$ cat src/shared/ladder_dac_pkg.sv
// package: register map, field layout and reset values of the ladder converter control
package ladder_dac_pkg;
  // register byte offsets
  localparam logic [11:0] off_control_0 = 12'h000;
  localparam logic [11:0] off_level = 12'h004;
  localparam logic [11:0] off_status = 12'h008;
  // converter_control_0 fields
  localparam int enable_bit = 7;
  localparam int out_enable_bit = 5;
  localparam int lps_bit = 4;
  localparam int pss_lsb = 2;
  localparam int nss_bit = 0;
  localparam int pss_width = 2;
  // converter_level_register fields
  localparam int code_width = 5;
  localparam int tap_count = 32;
  // reset values and the full-scale code
  localparam logic [7:0] control_0_reset = 8'h00;
  localparam logic [4:0] code_reset = 5'h00;
  localparam logic [4:0] code_all_ones = 5'h1f;
  // positive source codes: 0 supply, 1 external pin, 2 fixed internal reference
  localparam logic [1:0] pss_fixed_ref = 2'h2;
  // bus constants
  localparam logic [1:0] htrans_nonseq = 2'h2;
  localparam logic [31:0] read_zero = 32'h00000000;
endpackage

$ cat src/shared/ladder_cfg_if.sv
// interface: configuration carried from the register file to the switch decoder
`timescale 1ns/1ps
`default_nettype none
interface ladder_cfg_if;
  logic enable;
  logic out_enable;
  logic low_power_source_select;
  logic [1:0] positive_source_select;
  logic negative_source_select;
  logic [4:0] ladder_code;
  modport regs (output enable, output out_enable, output low_power_source_select,
    output positive_source_select, output negative_source_select, output ladder_code);
  modport decode (input enable, input out_enable, input low_power_source_select,
    input positive_source_select, input negative_source_select, input ladder_code);
endinterface
`default_nettype wire

$ cat src/hw/ladder_switch_decode.sv
// module: combinational decode of the ladder code and source selection into switch controls
`timescale 1ns/1ps
`default_nettype none
module ladder_switch_decode
  import ladder_dac_pkg::*;
(
  // configuration
  ladder_cfg_if.decode cfg,
  // switch controls
  output logic [tap_count-1:0] next_tap_select,
  output logic next_pos_connect,
  output logic next_neg_connect,
  output logic next_pin_connect,
  output logic next_fixed_ref_route
);
  // one tap line per code value, lowest tap for code zero
  genvar g;
  generate
    for (g = 0; g < tap_count; g = g + 1)
    begin : g_tap
      assign next_tap_select[g] = (cfg.ladder_code == code_width'(g));
    end
  endgenerate

  // sources: full ladder when enabled, else low-power source select drops one end
  assign next_pos_connect = cfg.enable | cfg.low_power_source_select;
  assign next_neg_connect = cfg.enable | ~cfg.low_power_source_select;
  assign next_pin_connect = cfg.out_enable;
  // positive clamp on the fixed reference carries that level to the pin
  assign next_fixed_ref_route = ~cfg.enable & cfg.low_power_source_select
    & (cfg.positive_source_select == pss_fixed_ref)
    & (cfg.ladder_code == code_all_ones) & cfg.out_enable;
endmodule // ladder_switch_decode
`default_nettype wire

$ cat src/hw/ladder_dac_control.sv
// module: ladder converter control with AHB-Lite register slave and switch outputs
// How it works
// - low-power select set drops negative source
// - low-power select clear drops positive source
// - positive clamp on fixed reference, full code, pin on: routes it out
// - sleep wake leaves control register unchanged
// - reset disables converter, disconnects output pin
// - reset clears the five-bit ladder code
//
// Register access over AHB-Lite and the register offsets were left to the implementer.
`timescale 1ns/1ps
`default_nettype none
module ladder_dac_control
  import ladder_dac_pkg::*;
(
  // clock and reset
  input wire logic hclk,
  input wire logic hresetn,
  // ahb-lite slave
  input wire logic hsel,
  input wire logic [31:0] haddr,
  input wire logic [1:0] htrans,
  input wire logic hwrite,
  input wire logic [2:0] hsize,
  input wire logic [31:0] hwdata,
  input wire logic hready,
  output logic [31:0] hrdata,
  output logic hreadyout,
  output logic hresp,
  // sleep state of the device, synchronous to hclk
  input wire logic sleep_wake,
  // analogue switch controls
  output logic [tap_count-1:0] tap_select,
  output logic pos_source_connect,
  output logic neg_source_connect,
  output logic converter_output_pin_connect,
  output logic fixed_ref_to_pin
);
  ladder_cfg_if cfg ();

  // register state
  logic [7:0] converter_control_0;
  logic [4:0] ladder_code;
  logic wr_pending;
  logic [11:0] wr_addr;
  logic [31:0] rd_data;

  // address phase decode
  wire logic take = hsel & hready & (htrans == htrans_nonseq);
  wire logic take_wr = take & hwrite;
  wire logic wr_ctl = wr_pending & (wr_addr == off_control_0);
  wire logic wr_lvl = wr_pending & (wr_addr == off_level);
  wire logic [11:0] rd_addr = haddr[11:0];
  wire logic [7:0] next_control_0 = wr_ctl ? hwdata[7:0] : converter_control_0;
  wire logic [4:0] next_ladder_code = wr_lvl ? hwdata[4:0] : ladder_code;
  // reads return the register word, unmapped offsets read zero
  wire logic [31:0] next_rd_data =
    (rd_addr == off_control_0) ? {24'h000000, converter_control_0} :
    (rd_addr == off_level) ? {27'h0000000, ladder_code} :
    (rd_addr == off_status) ? {26'h0000000, fixed_ref_to_pin, converter_output_pin_connect,
      pos_source_connect, neg_source_connect, sleep_wake, 1'b0} : read_zero;

  // register fields onto the configuration interface
  assign cfg.enable = converter_control_0[enable_bit];
  assign cfg.out_enable = converter_control_0[out_enable_bit];
  assign cfg.low_power_source_select = converter_control_0[lps_bit];
  assign cfg.positive_source_select = converter_control_0[pss_lsb +: pss_width];
  assign cfg.negative_source_select = converter_control_0[nss_bit];
  assign cfg.ladder_code = ladder_code;

  logic [tap_count-1:0] next_tap_select;
  logic next_pos_connect;
  logic next_neg_connect;
  logic next_pin_connect;
  logic next_fixed_ref_route;

  ladder_switch_decode u_decode (
    .cfg(cfg.decode),
    .next_tap_select(next_tap_select),
    .next_pos_connect(next_pos_connect),
    .next_neg_connect(next_neg_connect),
    .next_pin_connect(next_pin_connect),
    .next_fixed_ref_route(next_fixed_ref_route)
  );

  // bus data phase capture
  always_ff @(posedge hclk or negedge hresetn)
  begin
    if (!hresetn)
    begin
      wr_pending <= 1'b0;
      wr_addr <= 12'h000;
      rd_data <= read_zero;
    end
    else
    begin
      wr_pending <= take_wr;
      if (take_wr)
        wr_addr <= haddr[11:0];
      if (take & ~hwrite)
        rd_data <= next_rd_data;
    end
  end

  // control registers; sleep and wake never touch them, only bus writes and reset do
  always_ff @(posedge hclk or negedge hresetn)
  begin
    if (!hresetn)
    begin
      converter_control_0 <= control_0_reset;
      ladder_code <= code_reset;
    end
    else
    begin
      converter_control_0 <= next_control_0;
      ladder_code <= next_ladder_code;
    end
  end

  // registered switch outputs
  always_ff @(posedge hclk or negedge hresetn)
  begin
    if (!hresetn)
    begin
      tap_select <= {{(tap_count-1){1'b0}}, 1'b1};
      pos_source_connect <= 1'b0;
      neg_source_connect <= 1'b1;
      converter_output_pin_connect <= 1'b0;
      fixed_ref_to_pin <= 1'b0;
    end
    else
    begin
      tap_select <= next_tap_select;
      pos_source_connect <= next_pos_connect;
      neg_source_connect <= next_neg_connect;
      converter_output_pin_connect <= next_pin_connect;
      fixed_ref_to_pin <= next_fixed_ref_route;
    end
  end

  // bus answers: zero wait, always okay
  assign hrdata = rd_data;
  assign hreadyout = 1'b1;
  assign hresp = 1'b0;

  // low-power select set, converter off: negative end open next cycle
  property p_neg_off;
    @(posedge hclk) disable iff (!hresetn)
    (!cfg.enable && cfg.low_power_source_select) |=> !neg_source_connect;
  endproperty
  a_neg_off: assert property (p_neg_off) else $error("negative source not dropped");

  // low-power select clear, converter off: positive end open next cycle
  property p_pos_off;
    @(posedge hclk) disable iff (!hresetn)
    (!cfg.enable && !cfg.low_power_source_select) |=> !pos_source_connect;
  endproperty
  a_pos_off: assert property (p_pos_off) else $error("positive source not dropped");

  // fixed reference route follows the positive clamp setup
  property p_fixed_route;
    @(posedge hclk) disable iff (!hresetn)
    $rose(fixed_ref_to_pin) |-> $past(ladder_code) == code_all_ones && !$past(cfg.enable);
  endproperty
  a_fixed_route: assert property (p_fixed_route) else $error("bad reference route");

  // control register holds without a write, across sleep and wake
  property p_hold;
    @(posedge hclk) disable iff (!hresetn)
    (!wr_ctl && $changed(sleep_wake)) |=> $stable(converter_control_0);
  endproperty
  a_hold: assert property (p_hold) else $error("control changed on wake");

  // after reset release converter stays off until written
  property p_reset_off;
    @(posedge hclk) $rose(hresetn) |-> !converter_output_pin_connect && !cfg.enable;
  endproperty
  a_reset_off: assert property (p_reset_off) else $error("converter on after reset");

  // code zero after reset release
  property p_reset_code;
    @(posedge hclk) $rose(hresetn) |-> ladder_code == code_reset;
  endproperty
  a_reset_code: assert property (p_reset_code) else $error("code not cleared");

  // exactly one tap, matching the previous code
  property p_tap;
    @(posedge hclk) disable iff (!hresetn)
    ##1 ($onehot(tap_select) && tap_select[$past(ladder_code)]);
  endproperty
  a_tap: assert property (p_tap) else $error("tap does not match code");

  // level write lands two cycles after its address phase
  property p_level_write;
    @(posedge hclk) disable iff (!hresetn)
    (take_wr && (haddr[11:0] == off_level)) |-> ##2 (ladder_code == $past(hwdata[4:0]));
  endproperty
  a_level_write: assert property (p_level_write) else $error("level write lost");

  // converter on keeps the negative end on the ladder
  property p_neg_on;
    @(posedge hclk) disable iff (!hresetn)
    cfg.enable |=> neg_source_connect;
  endproperty
  a_neg_on: assert property (p_neg_on) else $error("negative end open");

  // converter on keeps the positive end on the ladder
  property p_pos_on;
    @(posedge hclk) disable iff (!hresetn)
    cfg.enable |=> pos_source_connect;
  endproperty
  a_pos_on: assert property (p_pos_on) else $error("positive end open");

  // converter off leaves exactly one end connected, never both or none
  property p_one_end;
    @(posedge hclk) disable iff (!hresetn)
    !cfg.enable |=> (pos_source_connect != neg_source_connect);
  endproperty
  a_one_end: assert property (p_one_end) else $error("both ends switched");

  // output pin stays disconnected unless its enable is set
  property p_pin_off;
    @(posedge hclk) disable iff (!hresetn)
    !cfg.out_enable |=> !converter_output_pin_connect;
  endproperty
  a_pin_off: assert property (p_pin_off) else $error("pin driven while off");

  // pin enable connects the ladder output one cycle later
  property p_pin_on;
    @(posedge hclk) disable iff (!hresetn)
    cfg.out_enable |=> converter_output_pin_connect;
  endproperty
  a_pin_on: assert property (p_pin_on) else $error("pin not connected");

  // reference route only exists with the pin connected
  property p_ref_pin;
    @(posedge hclk) disable iff (!hresetn)
    fixed_ref_to_pin |-> converter_output_pin_connect;
  endproperty
  a_ref_pin: assert property (p_ref_pin) else $error("route without pin");

  // reference route only in the positive-clamp switch state
  property p_ref_ends;
    @(posedge hclk) disable iff (!hresetn)
    fixed_ref_to_pin |-> (pos_source_connect && !neg_source_connect);
  endproperty
  a_ref_ends: assert property (p_ref_ends) else $error("route with bad ends");

  // full positive clamp on the fixed reference makes the route next cycle
  property p_ref_set;
    @(posedge hclk) disable iff (!hresetn)
    (!cfg.enable && cfg.low_power_source_select && cfg.out_enable
      && (cfg.positive_source_select == pss_fixed_ref) && (ladder_code == code_all_ones))
      |=> fixed_ref_to_pin;
  endproperty
  a_ref_set: assert property (p_ref_set) else $error("route not made");

  // any code short of full scale breaks the route
  property p_ref_code;
    @(posedge hclk) disable iff (!hresetn)
    (ladder_code != code_all_ones) |=> !fixed_ref_to_pin;
  endproperty
  a_ref_code: assert property (p_ref_code) else $error("route off full code");

  // enabled converter never routes the reference
  property p_ref_en;
    @(posedge hclk) disable iff (!hresetn)
    cfg.enable |=> !fixed_ref_to_pin;
  endproperty
  a_ref_en: assert property (p_ref_en) else $error("route while on");

  // all-ones code picks the highest tap
  property p_tap_top;
    @(posedge hclk) disable iff (!hresetn)
    (ladder_code == code_all_ones) |=> tap_select[tap_count-1];
  endproperty
  a_tap_top: assert property (p_tap_top) else $error("top tap missing");

  // zero code picks the lowest tap
  property p_tap_low;
    @(posedge hclk) disable iff (!hresetn)
    (ladder_code == code_reset) |=> tap_select[0];
  endproperty
  a_tap_low: assert property (p_tap_low) else $error("bottom tap missing");

  // a control write takes the data phase word
  property p_ctl_wr;
    @(posedge hclk) disable iff (!hresetn)
    wr_ctl |=> (converter_control_0 == $past(hwdata[7:0]));
  endproperty
  a_ctl_wr: assert property (p_ctl_wr) else $error("control write lost");

  // without a control write the register keeps its contents
  property p_ctl_keep;
    @(posedge hclk) disable iff (!hresetn)
    !wr_ctl |=> $stable(converter_control_0);
  endproperty
  a_ctl_keep: assert property (p_ctl_keep) else $error("control changed unasked");

  // without a level write the code keeps its value
  property p_code_keep;
    @(posedge hclk) disable iff (!hresetn)
    !wr_lvl |=> $stable(ladder_code);
  endproperty
  a_code_keep: assert property (p_code_keep) else $error("code changed unasked");

  // control read returns the register in the data phase
  property p_rd_ctl;
    @(posedge hclk) disable iff (!hresetn)
    (take && !hwrite && (haddr[11:0] == off_control_0))
      |=> (hrdata == {24'h000000, $past(converter_control_0)});
  endproperty
  a_rd_ctl: assert property (p_rd_ctl) else $error("control read wrong");

  // level read returns the code in the data phase
  property p_rd_code;
    @(posedge hclk) disable iff (!hresetn)
    (take && !hwrite && (haddr[11:0] == off_level))
      |=> (hrdata == {27'h0, $past(ladder_code)});
  endproperty
  a_rd_code: assert property (p_rd_code) else $error("level read wrong");
endmodule // ladder_dac_control
`default_nettype wire

$ cat config.mk
export PLATFORM = sky130hd
export DESIGN_NAME = ladder_dac_control
export DESIGN_NICKNAME = d
export VERILOG_FILES = /design/src/shared/ladder_dac_pkg.sv /design/src/shared/ladder_cfg_if.sv /design/src/hw/ladder_switch_decode.sv /design/src/hw/ladder_dac_control.sv
export SDC_FILE = /design/constraint.sdc
export NUM_CORES = 1
export LEC_CHECK = 0
export ABC_AREA = 1
export BUFFER_PORTS_ARGS = -buffer_cell sky130_fd_sc_hd__buf_2
export CELL_PAD_IN_SITES_DETAIL_PLACEMENT = 2
export CELL_PAD_IN_SITES_GLOBAL_PLACEMENT = 2
export CORE_ASPECT_RATIO = 1.5
export CORE_MARGIN = 5
export CORE_UTILIZATION = 26
export DETAILED_ROUTE_END_ITERATION = 10
export GPL_TIMING_DRIVEN = 0
export PLACE_DENSITY_LB_ADDON = 0.08
export SLEW_MARGIN = 20
export SYNTH_ARGS = -nofsm -noshare
export SYNTH_HDL_FRONTEND = slang
export SYNTH_SLANG_ARGS = --single-unit
$ cat constraint.sdc
create_clock -name hclk -period 1.5 [get_ports hclk]
set_input_delay 0.45 -clock hclk [delete_from_list [all_inputs] [get_ports hclk]]
set_output_delay 0.45 -clock hclk [all_outputs]
set_load 0.005 [all_outputs]
Word-level counts from Yosys, hierarchy flattened

Index checks and enable logic that the tools add are counted.

Flip-flop bits (word level): 94
Bits of input ports: 75
Output and inout port bits: 70
Logic and storage cells: 67

Equal/unequal tests: 36
Muxes and demuxes: 3
Bitwise operators: 15
Reduce and logical (&&, ||, !) cells: 3

Operators with widths:

| operator              | count |
|---|---|
| $eq A5 B5 Y1 const B  | 16 |
| $eq A5 B4 Y1 const B  | 8 |
| $eq A12 B3 Y1 const B | 2 |
| $logic_not A12 Y1     | 2 |
| $eq A5 B3 Y1 const B  | 4 |
| $eq A12 B4 Y1 const B | 1 |
| $mux W6               | 2 |
| $and A1 B1 Y1         | 10 |
| $eq A5 B2 Y1 const B  | 2 |
| $mux W8               | 1 |
| $eq A5 B1 Y1 const B  | 1 |
| $logic_not A5 Y1      | 1 |
| $eq A2 B2 Y1 const B  | 2 |
| $not A1 Y1            | 3 |
| $or A1 B1 Y1          | 2 |

Depth between registers and ports, before layout

Gate-level depths: netlist of the first run.

Depth in word-level cells: 5
Gate-level depth with buffers: 9
Mapped depth without buffers: 8

By module

Synthesis of the first run repeated with hierarchy kept, for this count alone.

Cells, all modules: 341
Area, all modules: 3091.7 sq um

Modules (own cells, without submodules):

| module               | times used | cells an instance | area each (sq um) | sequential area each (sq um) |
|---|---|---|---|---|
| ladder_dac_control   | 1          | 268               | 2787.7            | 1754.2 |
| ladder_switch_decode | 1          | 73                | 304.0             | 0.0 |

Worst setup path before layout of the first run

No wires, ideal clock.

Path kind: input -> register
From: input hready
To: register rd_data[0], in the netlist hrdata[0]
Library setup time: 0.119 ns
Data arrival time: 1.180 ns
Data required time: 1.381 ns
Slack: 0.201 ns
Cell stages on the path: 7
Buffers on the path: 1
Path through: inv_1 > nor2_1 > nand3_1 > nor2_1 > buf_2 > or2_2 > and2_1

Cells in the longest elaborated chain, start to end: 3

Ends and longest elaborated chain:

| element                     | line                      | RTL |
|---|---|---|
| from (decl)                 | ladder_dac_control.sv:26  | `input wire logic hready,` |
| $and A1 B1 Y1 (2 in series) | ladder_dac_control.sv:49  | `wire logic take = hsel & hready & (htrans == htrans_nonseq);` |
| $and A1 B1 Y1               | ladder_dac_control.sv:100 | `if (take & ~hwrite)` |
| to (signal assigned)        | ladder_dac_control.sv:93  | `rd_data <= read_zero;` |
| to (signal assigned)        | ladder_dac_control.sv:101 | `rd_data <= next_rd_data;` |
| to (decl)                   | ladder_dac_control.sv:46  | `logic [31:0] rd_data;` |

Every way passes these cells.
A chain may end at the register's enable or synchronous reset.

Final worst setup path of the first run

From: register neg_source_connect
To: output neg_source_connect

RTL lines:

| element                | line                      | RTL |
|---|---|---|
| from (decl)            | ladder_dac_control.sv:35  | `output logic neg_source_connect,` |
| from (signal assigned) | ladder_dac_control.sv:135 | `neg_source_connect <= next_neg_connect;` |

No word-level cell between the ends.

==> results of run 1 <==
==> cell families after synthesis <==
| kind of cell | count (synthesis) |
|---|---|
| DFF | 70 |
| other | 2 |
| AOI/OAI and AO/OA | 20 |
| buffers and inverters | 69 |
| and+or+nand+nor | 174 |
==> timing repair <==
action / in CTS / in global routing
hold buffers: 0 / 0
gates resized for setup: 0 / 1
endpoints found under the setup margin: 0 / 3
buffers inserted: 0 / 0
==> power by group <==
part           internal, mW  switching [mW]
clock network          1.46           0.821
logic                 0.187           0.225
registers              1.99          0.0701
total                  3.64            1.12
==> cells in the mapped netlist, types with 3 or more instances <==
cell,instances,share of area
inv_1,35,0.043
buf_4,26,0.064
nand2_1,78,0.096
o21ai_1,5,0.0082
o21ai_0,7,0.011
nor3_1,9,0.015
o21ai_2,8,0.023
buf_2,4,0.0066
or2_2,3,0.0061
nor2_1,42,0.052
dfrtp_1,68,0.56
nand3_1,29,0.048
==> final timing paths <==
path / startpoint / to / slack, ps / depth (start not counted)
worst max-delay path: neg_source_connect / neg_source_connect / 70 / 1
worst min-delay path: hresetn / tap_select[7] / 90 / 1
worst max register to register: wr_addr[1] / converter_control_0[6] / 160 / 7
worst min register to register: converter_control_0[5] / converter_output_pin_connect / 440 / 0
max in group asynchronous: hresetn / converter_output_pin_connect / 860 / 2
min in group hclk: haddr[6] / wr_addr[6] / 330 / 3
==> per-stage QoR <==
step | worst slack (ps) | instances | cell area (µm²) | power, mW
finish | 71.4 | 597 | 4040 | 4.75
global route | 17.3 | 597 | 4040 | 5.00
CTS | 54.6 | 597 | 4030 | 4.82
detailed placement | -192 | 581 | 3710 | 2.51
global placement | -407 | 580 | 3690 | 2.50
floorplan | 201 | 359 | 3140 | 2.34
==> layer usage <==
metal,vias to the layer above,share of wire,track usage
li1,1201,-,-
met1,1202,0.35,0.122
met2,63,0.59,0.242
met3,10,0.044,0.0279
met4,0,0.024,0.0597
met5,-,0,0
==> registers in the layout, summed over array words and instances, names as in the netlist <==
signal	flops
wr_addr	12
fixed_ref_to_pin	1
wr_pending	1
tap_select	32
neg_source_connect	1
converter_output_pin_connect	1
converter_control_0	8
pos_source_connect	1
cfg.ladder_code	5
hrdata	8
==> layout by cell type (no fill, tap or decap) <==
cell / Yosys / layout
and2_1: 2 / 2
buf_12: 0 / 1
buf_2: 4 / 74
buf_4: 26 / 27
buf_6: 2 / 2
bufinv_16: 0 / 2
clkbuf_1: 2 / 2
clkbuf_16: 0 / 9
clkinv_2: 0 / 1
clkinv_4: 0 / 3
clkinvlp_4: 0 / 1
conb_1: 2 / 26
dfrtp_1: 68 / 68
dfstp_2: 2 / 2
inv_1: 35 / 35
nand2_1: 78 / 78
nand2_2: 2 / 2
nand3_1: 29 / 29
nand3_2: 1 / 1
nand3_4: 1 / 1
nor2_1: 42 / 41
nor2_2: 1 / 2
nor2_4: 1 / 1
nor3_1: 9 / 9
nor3_2: 1 / 1
nor3_4: 1 / 1
nor3b_1: 1 / 1
nor3b_2: 1 / 1
o21ai_0: 7 / 7
o21ai_1: 5 / 5
o21ai_2: 8 / 8
or2_2: 3 / 3
or2_4: 1 / 1
==> layout make-up <==
type                    instances  area [µm²]  share of cell area
flip-flops and latches         70        1750               0.435
multi-input cells             220        1010               0.251
repair buffers                 72         378              0.0936
plain buffers                  34         245              0.0608
clock buffers                   9         225              0.0558
well taps                     150         188              0.0465
inverters                      35         131              0.0326
clock inverters                 7        98.8              0.0245
==> results.json, run 1 <==
{
  "slew_headroom": 0.646,
  "synth_warnings": 0,
  "netlist_instances": 335,
  "crit_arrival_ps": 980,
  "syn_to_final_growth_pct": 32.2,
  "grt_pass1_wl_mm": 13.6,
  "grt_max_degree": 43,
  "wl_per_cell_um": 13.8,
  "slowest_delay_ps": 540,
  "cp-start-kind": "register",
  "ys_ff_latch": 70,
  "route.detailed.drc": 0,
  "antenna_found_initial": 0,
  "synthMuxAreaShare": 0,
  "cts_inserted_buffers": 9,
  "rows": 48,
  "dieHeight_um": 143,
  "clk_latency_ps": 330,
  "synth_adder_area_share": 0,
  "crit_path_cell_trace": "buf_2",
  "netlist_area_um2": 3050,
  "syn_avg_cell_area_um2": 9.11,
  "io_pins": 145,
  "gp_congestion": 0.729,
  "synth_compound_area_frac": 0.0426,
  "insertedDiodeCount": 0,
  "grt_pass1_vias": 2758,
  "p_per_area_nw_per_um2": 1180,
  "fp.dieArea_um2": 14100,
  "drive_gt1_frac": 0.322,
  "via_per_inst": 4.15,
  "drtIter0Drc": 45,
  "hold_violations": 0,
  "setup_viol": 0,
  "cts_tree": "built",
  "vdd_drop_max_v": 0.000521,
  "fmax_mhz": 700,
  "htree_levels": 3,
  "synth_simple_gate_area_frac": 0.257,
  "tns_ps": 0,
  "grtUsageTotal": 0.124,
  "skew_ps": 6.02,
  "core_um2": 11500,
  "synth_flop_cell": "dfrtp_1",
  "critPathTopFamily": "flip-flops",
  "leakage_nw": 2.28,
  "path_clk_slew_ps": 60,
  "cts_sinks": 70,
  "firstDrtPassIters": 4,
  "cts_root_buffer": "clkbuf_16",
  "cp.required_ps": 1050,
  "cp_slowest_cell": "dfstp_2",
  "synth-edff-count": 0,
  "drt-total-wl_mm": 8.23,
  "fin_crit_sh": 0.952,
  "fin_crit_ps": 1430,
  "path_class": "register to output port",
  "die_w_um": 98.5,
  "fin_nets": 517,
  "endpoint_kind": "output port",
  "maxSlewViolCount": 0,
  "min_path_type": "input port to async pin",
  "synth_xor_area_frac": 0,
  "synth_top_family_by_area": "simple AND/OR/NAND/NOR gates",
  "grt-ovfl-total": 0,
  "clock_path_buffers": 2,
  "dr_total_vias": 2476,
  "dp_hpwl_mm": 6.70,
  "nFillCells": 1351,
  "cp_max_fo": 2,
  "start_util": 0.265,
  "worstMarginPinSlew_ps": 531,
  "crit_buf_inv": 1,
  "status": "finished clean",
  "utilization": 0.350,
  "synth.distinct_cells": 27,
  "rsz0062_at_grt": "no",
  "ys_seq_area_frac": 0.575,
  "antenna_left": 0,
  "cap_violations": 0,
  "synthArstFlopShare": 1.00,
  "io_buffers": 71,
  "fin_hold_ws_ps": 91.8
}
No activity file was read; power rests on OpenSTA's default activity.
==> run 2, diff against run 1 <==
--- a/config.mk
+++ b/config.mk
@@ -15,6 +15,7 @@
 export DETAILED_ROUTE_END_ITERATION = 10
 export GPL_TIMING_DRIVEN = 0
 export PLACE_DENSITY_LB_ADDON = 0.08
+export SETUP_SLACK_MARGIN = 0.4
 export SLEW_MARGIN = 20
 export SYNTH_ARGS = -nofsm -noshare
 export SYNTH_HDL_FRONTEND = slang
==> run 2 against run 1 <==
Net effect:
- via count rose by 8.0%
- clock power fell by 7%
- die area did not move
- flip-flop and latch count did not move
- core utilization rose by 7.0 points
- wire length rose by 15%
- largest cell class unchanged
- clock-buffer cell count did not move
- global-route usage rose by 1.2 points
- clock skew fell by 1.9 ps
- highest routed layer unchanged
- register-to-register slack improved by 30 ps
- sequential power barely moved
==> results.json, run 2 (synthesized netlist as in run 1, its figures left out) <==
{
  "status": "finished clean",
  "dpl-instance-area_um2": 3800,
  "dp_hpwl_mm": 6.75,
  "crit_arrival_ps": 960,
  "insertedDiodeCount": 0,
  "drtIter0Drc": 46,
  "reg_top3": "tap_select (32), wr_addr (12)",
  "path_class": "register to output port",
  "tns_ps": 0,
  "path_clk_slew_ps": 60,
  "route.detailed.drc": 0,
  "pwr-share-comb": 0.121,
  "largest_register_ffs": 32,
  "slowest_delay_ps": 540,
  "clock_path_buffers": 2,
  "p_seq_frac": 0.435,
  "drive_gt1_frac": 0.531,
  "cts_sinks": 70,
  "grt_max_degree": 57,
  "setup_viol": 0,
  "power_switching_mw": 1.19,
  "grt-ovfl-total": 0,
  "io_pins": 145,
  "crit_buf_inv": 1,
  "maxSlewViolCount": 0,
  "fin_crit_ps": 1410,
  "cp.required_ps": 1050,
  "grtUsageMet1": 0.127,
  "rsz0062_at_grt": "yes",
  "endpoint_kind": "output port",
  "slew_headroom": 0.660,
  "antenna_found_initial": 0,
  "grt_busiest_layer": "met2",
  "switching_share": 0.250,
  "gp_congestion": 0.756,
  "cp_max_fo": 2,
  "skew_ps": 4.12,
  "critPathTopFamily": "flip-flops",
  "dieHeight_um": 143,
  "fmax_mhz": 707,
  "mostFrequentLayoutCells": "62 x buf_2, 62 x dfrtp_1, 60 x nand2_1, 54 x buf_4, 26 x conb_1",
  "dr_total_vias": 2675,
  "fin_hold_ws_ps": 104,
  "cts_root_buffer": "clkbuf_16",
  "io_buffers": 71,
  "hold_violations": 0,
  "fin_nets": 556,
  "worstMarginPinSlew_ps": 508,
  "start_util": 0.265,
  "worst-path-stages": 1,
  "crit_path_cell_trace": "buf_6",
  "die_w_um": 98.5,
  "vdd_drop_max_v": 0.000541,
  "grtUsageTotal": 0.136,
  "antenna_left": 0,
  "via_per_inst": 4.21,
  "clkPwrFrac": 0.444,
  "grt_pass1_vias": 2959,
  "cts_inserted_buffers": 9,
  "cts_tree": "built",
  "firstDrtPassIters": 4,
  "ff2ff_path_depth": 6,
  "r2r_slack_ps": 190,
  "fin_crit_sh": 0.943,
  "grt_pass1_wl_mm": 14.7,
  "use_met2": 0.275,
  "use_met3": 0.0303,
  "leakage_nw": 2.54,
  "clk_latency_ps": 330,
  "min_path_type": "input port to async pin",
  "rows": 48,
  "htree_levels": 3,
  "cp_slowest_cell": "dfstp_2",
  "syn_to_final_growth_pct": 58.4,
  "final_area_um2": 4840,
  "wl_per_cell_um": 14.9,
  "p_int_mw": 3.57,
  "core_um2": 11500,
  "p_per_area_nw_per_um2": 983,
  "cap_violations": 0,
  "drt-total-wl_mm": 9.49,
  "cp-start-kind": "register",
  "regMostFlops": "tap_select",
  "fp.dieArea_um2": 14100
}
## run 2: cell count changes in the layout (fill, tap and decap cells not counted), sizes merged
cell         previous run  this run
buf                   104       142
clkinvlp                1         4
dlygate4sd3             0         2
bufinv                  2         1
clkbuf                 11        10
clkinv                  4         3
inv                    35        34
## run 2: path summary, 6_finish.rpt
| kind | from | end |
|---|---|---|
| max reg2reg | wr_addr[8] | converter_control_0[1] |
| max in group asynchronous | hresetn | wr_addr[6] |
| max | neg_source_connect | neg_source_connect |
| min reg2reg | wr_addr[11] | wr_addr[11] |
| min in group hclk | haddr[11] | wr_addr[11] |
| min | hresetn | tap_select[9] |
## run 2: stage by stage
| stage | worst slack [ps] | power, mW | instances | util |
|---|---|---|---|---|
| after floorplan | 257 | 2.35 | 359 | - |
| after global placement | -399 | 2.51 | 580 | 0.327 |
| after detailed placement | -141 | 2.54 | 581 | 0.330 |
| after CTS | 72.5 | 4.74 | 619 | 0.392 |
| after global routing | 46.7 | 4.99 | 636 | 0.419 |
| final | 85.3 | 4.76 | 636 | 0.419 |
## run 2: repair_timing
action                                 4_1_cts  5_1_grt
setup buffers                               19       16
hold buffers                                 1        2
pin swaps                                   16       25
endpoints found under the hold margin       14        5
gates cloned                                 2        0
setup endpoints to repair                   93      115
gates resized for setup                     67       53
## run 2: power by group through the flow
stage / combinational [mW] / clock, mW / sequential (mW)
floorplan: 0.275 / 0 / 2.08
global placement: 0.419 / 0 / 2.09
detailed placement: 0.443 / 0 / 2.10
CTS: 0.506 / 2.16 / 2.07
global route: 0.645 / 2.26 / 2.08
finish: 0.576 / 2.11 / 2.07
## run 2: final cells by class
| type | count | area (µm²) |
|---|---|---|
| clock inverters | 7 | 75.1 |
| plain buffers | 34 | 294 |
| flip-flops and latches | 70 | 1760 |
| well taps | 150 | 188 |
| inverters | 35 | 145 |
| fillers | 1318 | 6690 |
| multi-input cells | 220 | 1340 |
| repair buffers | 111 | 806 |
| clock buffers | 9 | 225 |
## run 2: metal layers
metal,vias up,wire [µm]
li1,1281,-
met1,1318,3230
met2,65,5660
met3,11,448
met4,0,155
met5,-,0
==> run 3, diff against run 2 <==
--- a/config.mk
+++ b/config.mk
@@ -19,4 +19,5 @@
 export SLEW_MARGIN = 20
 export SYNTH_ARGS = -nofsm -noshare
 export SYNTH_HDL_FRONTEND = slang
+export SYNTH_HIERARCHICAL = 1
 export SYNTH_SLANG_ARGS = --single-unit
==> run 3 against run 2 <==
Net effect:
- die area up 1.2%
- sequential share of layout area up 0.54 points
- area after synthesis up 1.3%
- global-route usage down 0.67 points
- critical endpoint unchanged
- highest routed layer unchanged
==> results.json, run 3 <==
{
  "fin_crit_ps": 1450,
  "grt-ovfl-total": 0,
  "io_buffers": 71,
  "ys_ff_latch": 70,
  "dpl-instance-area_um2": 3860,
  "cp-start-kind": "register",
  "core_um2": 11600,
  "cts_root_buffer": "clkbuf_16",
  "mostFrequentLayoutCells": "64 x dfrtp_1, 62 x buf_2, 60 x nand2_1, 48 x buf_4, 35 x inv_1",
  "dp_hpwl_mm": 6.71,
  "drt-total-wl_mm": 9.12,
  "htree_levels": 3,
  "yosys-top-cells-area": "dfrtp_1 55%, nand2_1 9.5%, buf_4 7.3%, nor2_1 5.0%, inv_1 4.9%",
  "final_area_um2": 4760,
  "synth_warnings": 6,
  "crit_buf_inv": 1,
  "hold_violations": 0,
  "rows": 48,
  "via_per_inst": 4.20,
  "fp.dieArea_um2": 14200,
  "status": "finished clean",
  "fmax_mhz": 692,
  "netlist_top_cells_count": "78 x nand2_1, 68 x dfrtp_1, 41 x nor2_1, 40 x inv_1, 30 x buf_4",
  "cts_inserted_buffers": 9,
  "worst-path-stages": 1,
  "grt_busiest_layer": "met2",
  "critPathTopFamily": "flip-flops",
  "crit_start": "neg_source_connect",
  "fin_crit_sh": 0.964,
  "leakage_nw": 2.54,
  "drtIter0Drc": 35,
  "largest_register_ffs": 32,
  "grt_pass1_vias": 2965,
  "r2r_start": "wr_addr[8]",
  "clock_path_buffers": 2,
  "cp_slowest_cell": "dfstp_2",
  "reg2reg_to": "converter_control_0[5]",
  "grtUsageMet1": 0.125,
  "skew_ps": 5.73,
  "ff2ff_path_depth": 6,
  "synth.distinct_cells": 26,
  "r2r_slack_ps": 190,
  "nFillCells": 1311,
  "antenna_left": 0,
  "use_met3": 0.0262,
  "utilization": 0.411,
  "grtUsageTotal": 0.129,
  "dr_total_vias": 2655,
  "start_util": 0.267,
  "syn_to_final_growth_pct": 53.9,
  "antenna_found_initial": 0,
  "cts_tree": "built",
  "synth_flop_cell": "dfrtp_1",
  "endpoint_kind": "output port",
  "yosysMostFrequentCell": "nand2_1",
  "min_path_type": "input port to async pin",
  "io_pins": 145,
  "crit_path_end": "neg_source_connect",
  "insertedDiodeCount": 0,
  "fin_hold_ws_ps": 7.43,
  "worst_slack_ps": 54.6,
  "synth-edff-count": 0,
  "route.detailed.drc": 0,
  "synthArstFlopShare": 1.00,
  "cts_sinks": 70,
  "crit_path_cell_trace": "buf_6",
  "maxSlewViolCount": 0,
  "vdd_drop_max_v": 0.000485,
  "cp.required_ps": 1050,
  "setup_viol": 0,
  "layout_commonest_cell": "dfrtp_1",
  "ys_seq_area_frac": 0.567,
  "crit_arrival_ps": 1000,
  "place_ws_ps": -152,
  "die_w_um": 99.0,
  "cp_max_fo": 2,
  "rsz0062_at_grt": "yes",
  "synth_top_cell_area_share": 0.550,
  "power_mw": 4.81,
  "drive_gt1_frac": 0.490,
  "netlist_instances": 341,
  "reg_top3": "tap_select (32), wr_addr (12)",
  "syn_avg_cell_area_um2": 9.07,
  "netlist_area_um2": 3090,
  "grt_max_degree": 50,
  "regMostFlops": "tap_select",
  "grt_pass1_wl_mm": 14.4,
  "clk_latency_ps": 330,
  "use_met2": 0.263,
  "slowest_delay_ps": 560,
  "cap_violations": 0,
  "fin_nets": 552,
  "wl_per_cell_um": 14.4,
  "dieHeight_um": 144,
  "p_per_area_nw_per_um2": 1010,
  "synth_top_area_cell": "dfrtp_1",
  "path_class": "register to output port",
  "firstDrtPassIters": 4,
  "path_clk_slew_ps": 60,
  "gp_congestion": 0.718
}
run 3: power by group:
| group | total (mW) | switching (mW) | internal, mW |
|---|---|---|---|
| Sequential | 2.05 | 0.0700 | 1.98 |
| Clock | 2.29 | 0.834 | 1.46 |
| Combinational | 0.463 | 0.249 | 0.214 |
| Total | 4.81 | 1.15 | 3.65 |
run 3: kinds of logic after synthesis:
group           synth area share
compound gates            0.0469
other cells              0.00243
simple gates               0.249
flops                      0.567
buf+inv                    0.134
run 3: worst min path at each step:
stage / slack, ps / endpoint / start / cells past startpoint
floorplan: 150 / cfg.ladder_code[0] / hresetn / 0
global placement: 470 / hrdata[2] / hrdata[2] / 2
detailed placement: 370 / tap_select[11] / hresetn / 1
CTS: 8 / tap_select[11] / hresetn / 1
global route: 30 / tap_select[11] / hresetn / 1
finish: 7 / tap_select[11] / hresetn / 1
run 3: area by class of cell:
type                       instances  area (µm²)  area share
sequential                        70        1760       0.370
inverter                          42         165      0.0347
multi-input combinational        219        1310       0.275
buffer                            34         287      0.0602
clock buffer                       9         225      0.0473
timing repair buffer             101         728       0.153
tap                              150         188      0.0394
clock inverter                     7        97.6      0.0205
run 3: what timing repair did:
item,CTS,global route
setup buffers,16,12
setup endpoints to repair,84,92
pin swaps,17,19
gates resized for setup,42,45
hold buffers,0,0
gates cloned,1,0
run 3: per-stage QoR:
stage                     cells  TNS [ps]
after floorplan             365         0
after global placement      586    -28800
after detailed placement    587      -609
after CTS                   620         0
after global routing        632         0
final                       632         0
run 3: metal layers:
metal,routed length (µm),up-vias
met1,3030,1307
met4,135,0
met3,415,9
li1,-,1272
met5,0,-
met2,5530,67
